`src/verilog/fss_pkg.sv`:
```
// constants, types and field layouts for the flash security guard
// assumes a single core clock and a flash engine that obeys flash_go
// Functional notes
// - signature opens with three-byte device code
// - ten ASCII name bytes, space padded
// - code flash last address, three bytes, LSB first
// - data flash last address, LSB first, zero if absent
// - three version digits, most significant first
// - stored security applies at next mode entry
// - erase prohibition blocks external erase only
// - write prohibition blocks external writes only
// - boot prohibition guards lowest 4 KB always
// - factory state: all prohibitions clear
// - flags independent, combined enforcement
// - settings accepted externally and by self-programming
// - erase and boot prohibitions are permanent
// - write prohibition cleared only by external release
// - release needs blank code flash and flag combination
// - every command answered with ACK or NAK
package fss_pkg;

    typedef enum logic [2:0] {
        FSS_OP_ERASE,
        FSS_OP_WRITE,
        FSS_OP_SEC_SET,
        FSS_OP_SEC_RELEASE,
        FSS_OP_OTHER
    } fss_op_e;

    typedef struct packed {
        logic erase;
        logic write;
        logic boot;
    } fss_sec_s;

    typedef struct packed {
        fss_op_e  op;
        logic     self_prog;
        logic [19:0] addr;
        fss_sec_s flags;
    } fss_cmd_s;

    localparam fss_sec_s    FSS_SEC_RESET = 3'b000;
    localparam logic [19:0] FSS_BC0_LAST  = 20'h00fff;
    localparam logic        FSS_REL_ERASE = 1'b0;
    localparam logic        FSS_REL_BOOT  = 1'b0;
    localparam logic        FSS_ACK       = 1'b1;
    localparam logic        FSS_NAK       = 1'b0;
    localparam logic [7:0]  FSS_SPACE     = 8'h20;
    localparam int          FSS_CODE_LEN  = 3;
    localparam int          FSS_NAME_LEN  = 10;
    localparam int          FSS_ADDR_LEN  = 3;
    localparam int          FSS_VER_LEN   = 3;
    localparam int          FSS_OFS_NAME  = FSS_CODE_LEN;
    localparam int          FSS_OFS_CODE  = FSS_OFS_NAME + FSS_NAME_LEN;
    localparam int          FSS_OFS_DATA  = FSS_OFS_CODE + FSS_ADDR_LEN;
    localparam int          FSS_OFS_VER   = FSS_OFS_DATA + FSS_ADDR_LEN;
    localparam int          FSS_SIG_LEN   = FSS_OFS_VER + FSS_VER_LEN;
    localparam logic [4:0]  FSS_SIG_LAST  = 5'(FSS_SIG_LEN - 1);

endpackage : fss_pkg

```
`src/verilog/fss_sig_rom.sv`:
```
// signature byte table with registered read data
// assumes the caller steps the index from 0 to the last byte
`timescale 1ns/1ps
module fss_sig_rom #(
    parameter logic [23:0] DEV_CODE  = 24'h5a_a5_01, // arbitrary value
    parameter logic [79:0] DEV_NAME  = "SECGUARD",
    parameter int          NAME_USED = 8,
    parameter logic [23:0] CODE_LAST = 24'h007fff,
    parameter logic [23:0] DATA_LAST = 24'h000000,
    parameter logic [23:0] FW_VER    = 24'h01_02_03
) (
    // clock and reset
    input  wire logic       core_clk,
    input  wire logic       rst_n,
    // read port
    input  wire logic       rd_en,
    input  wire logic [4:0] rd_idx,
    output logic      [7:0] rd_data
);
    import fss_pkg::*;

    logic [7:0] rom [FSS_SIG_LEN];

    // refuse names the table cannot hold
    if (NAME_USED < 1 || NAME_USED > FSS_NAME_LEN) begin : g_bad_name
        $error("name length out of range");
    end

    generate
        for (genvar i = 0; i < FSS_SIG_LEN; i++) begin : g_byte
            if (i < FSS_OFS_NAME) begin : g_code
                assign rom[i] = DEV_CODE[8*(2-i) +: 8];
            end else if (i < FSS_OFS_CODE) begin : g_name
                localparam int K = i - FSS_OFS_NAME;
                if (K < NAME_USED) begin : g_chr
                    assign rom[i] = DEV_NAME[8*(NAME_USED-1-K) +: 8];
                end else begin : g_pad
                    assign rom[i] = FSS_SPACE;
                end
            end else if (i < FSS_OFS_DATA) begin : g_cla
                assign rom[i] = CODE_LAST[8*(i-FSS_OFS_CODE) +: 8];
            end else if (i < FSS_OFS_VER) begin : g_dla
                assign rom[i] = DATA_LAST[8*(i-FSS_OFS_DATA) +: 8];
            end else begin : g_ver
                assign rom[i] = FW_VER[8*(FSS_SIG_LEN-1-i) +: 8];
            end
        end
    endgenerate

    always_ff @(posedge core_clk or negedge rst_n) begin
        if (!rst_n) begin
            rd_data <= 8'h00;
        end else if (rd_en) begin
            rd_data <= rom[rd_idx];
        end
    end

endmodule : fss_sig_rom

```
`src/verilog/fss_guard.sv`:
```
// flash security guard and signature sender
// assumes one command per cycle and a flash engine gated by flash_go
`timescale 1ns/1ps
module fss_guard #(
    parameter logic [23:0] DEV_CODE  = 24'h5a_a5_01, // arbitrary value
    parameter logic [79:0] DEV_NAME  = "SECGUARD",
    parameter int          NAME_USED = 8,
    parameter logic [23:0] CODE_LAST = 24'h007fff,
    parameter logic [23:0] DATA_LAST = 24'h000000,
    parameter logic [23:0] FW_VER    = 24'h01_02_03
) (
    // clock and reset
    input  wire logic             core_clk,
    input  wire logic             rst_n,
    // mode and flash state
    input  wire logic             mode_entry,
    input  wire logic             code_blank,
    // command and answer
    input  wire logic             cmd_valid,
    input  wire fss_pkg::fss_cmd_s cmd,
    output logic                  resp_valid,
    output logic                  resp_ack,
    output logic                  flash_go,
    // security state
    output fss_pkg::fss_sec_s     sec_active,
    output fss_pkg::fss_sec_s     sec_stored,
    // signature stream
    input  wire logic             sig_req,
    output logic                  sig_valid,
    output logic [7:0]            sig_byte,
    output logic                  sig_last
);
    import fss_pkg::*;

    logic       sig_busy;
    logic [4:0] sig_idx;
    logic       next_ack;
    logic       in_bc0;
    logic       ext;

    // boot cluster must fit inside code flash
    if (CODE_LAST[19:0] < FSS_BC0_LAST) begin : g_bad_size
        $error("code flash smaller than boot cluster");
    end

    assign in_bc0 = (cmd.addr <= FSS_BC0_LAST);
    assign ext    = !cmd.self_prog;

    // accept or refuse the current command
    always_comb begin
        next_ack = FSS_ACK;
        unique case (cmd.op)
            FSS_OP_ERASE: begin
                if ((ext && sec_active.erase) ||
                    (sec_active.boot && in_bc0))
                    next_ack = FSS_NAK;
            end
            FSS_OP_WRITE: begin
                if ((ext && sec_active.write) ||
                    (sec_active.boot && in_bc0))
                    next_ack = FSS_NAK;
            end
            FSS_OP_SEC_SET: next_ack = FSS_ACK;
            FSS_OP_SEC_RELEASE: begin
                if (!ext || !code_blank ||
                    sec_active.erase != FSS_REL_ERASE ||
                    sec_active.boot != FSS_REL_BOOT)
                    next_ack = FSS_NAK;
            end
            FSS_OP_OTHER: next_ack = FSS_ACK;
            default: next_ack = FSS_NAK;
        endcase
    end

    // answer every command, gate the flash engine
    always_ff @(posedge core_clk or negedge rst_n) begin
        if (!rst_n) begin
            resp_valid <= 1'b0;
            resp_ack   <= FSS_NAK;
            flash_go   <= 1'b0;
        end else begin
            resp_valid <= cmd_valid;
            resp_ack   <= next_ack;
            flash_go   <= cmd_valid && (next_ack == FSS_ACK) &&
                          (cmd.op == FSS_OP_ERASE || cmd.op == FSS_OP_WRITE);
        end
    end

    // stored settings: set only adds, release clears write
    always_ff @(posedge core_clk or negedge rst_n) begin
        if (!rst_n) begin
            sec_stored <= FSS_SEC_RESET;
        end else if (cmd_valid && next_ack == FSS_ACK) begin
            if (cmd.op == FSS_OP_SEC_SET) begin
                sec_stored <= sec_stored | cmd.flags;
            end else if (cmd.op == FSS_OP_SEC_RELEASE) begin
                sec_stored.write <= 1'b0;
            end
        end
    end

    // enforced settings follow stored ones at mode entry
    always_ff @(posedge core_clk or negedge rst_n) begin
        if (!rst_n) begin
            sec_active <= FSS_SEC_RESET;
        end else if (mode_entry) begin
            sec_active <= sec_stored;
        end
    end

    // signature sequencer
    always_ff @(posedge core_clk or negedge rst_n) begin
        if (!rst_n) begin
            sig_busy  <= 1'b0;
            sig_idx   <= 5'h00;
            sig_valid <= 1'b0;
            sig_last  <= 1'b0;
        end else begin
            sig_valid <= sig_busy;
            sig_last  <= sig_busy && (sig_idx == FSS_SIG_LAST);
            if (sig_busy) begin
                if (sig_idx == FSS_SIG_LAST) begin
                    sig_busy <= 1'b0;
                end
                sig_idx <= sig_idx + 5'h01;
            end else if (sig_req) begin
                sig_busy <= 1'b1;
                sig_idx  <= 5'h00;
            end
        end
    end

    fss_sig_rom #(
        .DEV_CODE  (DEV_CODE),
        .DEV_NAME  (DEV_NAME),
        .NAME_USED (NAME_USED),
        .CODE_LAST (CODE_LAST),
        .DATA_LAST (DATA_LAST),
        .FW_VER    (FW_VER)
    ) u_rom (
        .core_clk (core_clk),
        .rst_n    (rst_n),
        .rd_en    (sig_busy),
        .rd_idx   (sig_idx),
        .rd_data  (sig_byte)
    );
endmodule : fss_guard

```
`config.mk`:
```
export PLATFORM = sky130hd
export DESIGN_NAME = fss_guard
export DESIGN_NICKNAME = d
export VERILOG_FILES = /design/src/verilog/fss_pkg.sv /design/src/verilog/fss_sig_rom.sv /design/src/verilog/fss_guard.sv
export SDC_FILE = /design/constraint.sdc
export NUM_CORES = 1
export LEC_CHECK = 0
export ABC_AREA = 1
export BUFFER_PORTS_ARGS = -buffer_cell sky130_fd_sc_hd__buf_2
export CAP_MARGIN = 20
export CORE_MARGIN = 2
export CORE_UTILIZATION = 47
export CTS_CLUSTER_SIZE = 16
export DETAILED_ROUTE_END_ITERATION = 6
export HOLD_SLACK_MARGIN = 0.06
export PLACE_DENSITY = 0.89
export SLEW_MARGIN = 25
export SYNTH_ARGS = -nofsm -noshare
export SYNTH_HDL_FRONTEND = slang
export SYNTH_SLANG_ARGS = --single-unit
```
`constraint.sdc`:
```
create_clock -name core_clk -period 1.6 [get_ports core_clk]
set_input_delay 0.16 -clock core_clk [delete_from_list [all_inputs] [get_ports core_clk]]
set_output_delay 0.16 -clock core_clk [all_outputs]
set_load 0.1 [all_outputs]
```
==> results.md <==
* Remaining design rule violation count at 0
* Worst-case setup margin in the final layout at about 0.14 ns
* R2R depth at 6
* Hold WC Path Type: input pin to flop
* Aggregate routed wire length at between 2 and 3 mm
* Post-synthesis average cell area at roughly 8.2 um^2
* Post-synthesis sequential area ratio at 49.4%
* Setup slack at placement at approximately 0.16 ns
* CTS max path bufs at 2
* Core box area at between 0.002 and 0.003 mm^2
* Setup bufs post-CTS at 0
* Kind of end point of the critical path: flop
* Height of the die at roughly 56 um
* First-pass detailed-route iteration total at 4
* Total setup violations reported at the end of the flow at 0
* Net switching share of the total power at between 50% and 60%
* Gr usage total at around 18%
* Inst Count DP at around 220
* Final cell area excluding filler cells at between 0.0015 and 0.002 mm^2
* Number of antenna violations at the first check in global routing at 0
* Synthesis-to-layout area growth at 22.2%
* Status: finished, final reports clean
* Largest fanout on the critical path at 5
* Resized Gates After CTS at 0
* Routed len/inst at 11.2 um
* Cells after Synth at between 150 and 200
* Psw at 1.77 mW
* Proportion of layout cells with a drive suffix above 1 at 26.3%
* Post-Synthesis Net Count at 192
* Total power divided by cell area at just over 2000 mW/mm^2
* Kind of critical path: flop to flop
* Critical path required time at about 1.8 ns
* Final Cycle Share at between 90% and 100%
* Slew headroom at between 60% and 70%
* Placer's final routability congestion estimate at slightly above 0.9
* Post-route antenna net violation count at 0
* Hold Violations, Final at 0
* Sequential share of power at between 30% and 40%
* Root buf cell: clkbuf_4
* Via-per-instance ratio at just over 5
* CP Data Arrival Time at around 1.7 ns
* Clock edge transition at the registers on the reported setup and hold paths at approximately 0.14 ns
* Clock net sink count at 25
* Worst Max-Slew Pin Slew at roughly 0.54 ns
* TritonCTS clock tree: built
* Startpoint type of the worst setup path: flop
* Placed cell area at about 0.0015 mm^2
* Maximum number of pins on one net before global-route repair at 26
* First-pass GRT wire length at ~4.5 mm
* Async set-reset flop share out of synthesis at between 90% and 100%
* Chip width at between 50 and 60 um
* Time the worst path needs with I/O delays and setup at 1.46 ns
* Nets at 237
* Min-Delay Path Depth at 2
* Count of vias placed by the detailed router at 1156
* Standby leakage power at 0.814 nW
* Synth Flop Type: dfrtp_1
* Die area at roughly 0.0031 mm^2
* Max rail drop VDD at ~1.7 mV
* Upper clock frequency limit at approximately 0.69 GHz
* Max Cap Violations at 0
* Total of warnings raised by yosys at 0
* Part of the power in the clock network at roughly 9%
* Skew-Pair Late Insertion Delay at 0.32 ns
* Fin cells at 228
* RSZ-0062 raised after global routing: false
* Number of buffers inserted during clock tree synthesis at 3
* Site row count at 18
* Half-perimeter wire length after detailed placement at 1.95 mm
* Port Buf Inserts at 39
* Internal portion of total power at approximately 1.4 mW
* Top-level port count at 52
* Aggregate global routing overflow at 0
* Sum of negative setup slack at 0 ns
* Initial Util at about half
* Number of levels in the clock H-tree at 1
* Number of global-route vias before repair at 1034
* Summed instance area of the synthesized netlist at 0.00127 mm^2
* Post-Route Skew at 0.0111 ns
* DRT iter0 DRCs at 31
* Combinational share of power at between 50% and 60%
* Inserted Diodes at 0
* Post-synth EDFFs at 0
* Number of synthesized register bits at 25
* Max-slew violation count at 0
* Number of library cell types mapped by synthesis at 20
==> final timing paths <==
kind	slack (ns)	endpoint	from
setup / recovery	0.14	u_rom.rd_data[0]	sig_idx[1]
hold / removal	0.07	sec_active[0]	mode_entry
setup reg to reg	0.14	u_rom.rd_data[0]	sig_idx[1]
hold reg to reg	0.49	sec_stored[0]	sec_stored[0]
max in group asynchronous	0.86	sec_active[1]	rst_n
min in group asynchronous	0.34	sig_idx[4]	rst_n
==> placed cells by master, fill, tap and decap left out <==
| cell | instances |
|---|---|
| buf_2 | 39 |
| nand2_1 | 30 |
| dfrtp_1 | 23 |
| inv_1 | 21 |
| nor2_1 | 17 |
| o21ai_0 | 13 |
| nand3_1 | 9 |
| a21oi_1 | 7 |
| o21ai_1 | 6 |
| nand4_1 | 5 |
| ha_1 | 5 |
| o211ai_1 | 4 |
| inv_2 | 3 |
| clkbuf_4 | 3 |
| dlygate4sd3_1 | 3 |
| dfrtp_2 | 2 |
| nor3_1 | 1 |
| nand3_2 | 1 |
| nand2_4 | 1 |
| nor4_2 | 1 |
| a31oi_1 | 1 |
| a32o_1 | 1 |
| clkinvlp_4 | 1 |
| buf_4 | 1 |
==> cells by family (layout without fill, tap and decap cells) <==
logic type | count (synthesis) | in the layout | share of synthesized area [%]
adder cells (fa/ha/maj) | 5 | 5 | 4.94
AND/OR/NAND/NOR | 65 | 65 | 23.0
AO/OA/AOI/OAI | 32 | 32 | 13.9
flip-flops | 25 | 25 | 49.4
buffers and inverters | 27 | 71 | 8.79
==> cells in the mapped netlist, types with 2 or more instances <==
cell	number	area, um^2
a21oi_1	7	35.0
buf_2	2	10.0
dfrtp_1	25	626
ha_1	5	62.6
inv_1	21	78.8
inv_2	3	11.3
nand2_1	30	113
nand3_1	9	45.0
nand4_1	5	31.3
nor2_1	17	63.8
o211ai_1	4	30.0
o21ai_0	13	65.1
o21ai_1	6	30.0
==> flip-flops by register name, indices dropped and copies added (netlist names) <==
signal	count
u_rom.rd_data	8
sig_idx	5
sec_active	3
sec_stored	3
flash_go	1
resp_ack	1
resp_valid	1
sig_busy	1
sig_last	1
sig_valid	1
==> cell type report <==
class,count,area (um^2)
well taps,30,37.5
fillers,238,973
multi-input cells,102,531
clock buffers,3,22.5
repair buffers,43,233
flip-flops and latches,25,628
inverters,24,90.1
clock inverters,1,7.51
==> layer usage <==
layer  track usage [%]  vias to the layer above  part of all wire (%)
met2              29.3                       35                    48
li1                  -                      589                     -
met5                 0                        -                     0
met1              23.5                      527                    46
met4              5.44                        0                   1.1
met3              4.19                        5                   4.8
==> power by group through the flow <==
| stage | sequential [mW] | combinational, mW | clock, mW |
|---|---|---|---|
| 2_1_floorplan | 1.69 | 0.813 | 0 |
| 3_3_place_gp | 1.00 | 1.79 | 0 |
| 6_report | 0.997 | 1.84 | 0.284 |
| 3_5_place_dp | 1.01 | 1.82 | 0 |
| 4_1_cts | 0.995 | 1.84 | 0.293 |
| 5_1_grt | 1.03 | 2.00 | 0.317 |
==> through the flow <==
step           util, %  hold slack, ns  power (mW)
4_1_cts           61.4          0.0648        3.12
2_1_floorplan        -          -0.136        2.50
5_1_grt           61.4          0.0789        3.34
6_report          61.4          0.0690        3.12
3_5_place_dp      59.0           0.178        2.83
3_3_place_gp      59.0           0.171        2.79
==> what timing repair did <==
item / 4_1_cts / 5_1_grt
hold endpoints to repair: 27 / 0
hold buffers: 3 / 0
setup endpoints to repair: 0 / 0
==> worst max-delay path, stage by stage (launching register included) <==
cell,delay [ns]
dfrtp_1,0.42
inv_1,0.10
ha_1,0.36
nand2_1,0.12
nand2_1,0.10
o211ai_1,0.17
a31oi_1,0.09
Power figures use the tool's default switching activity.
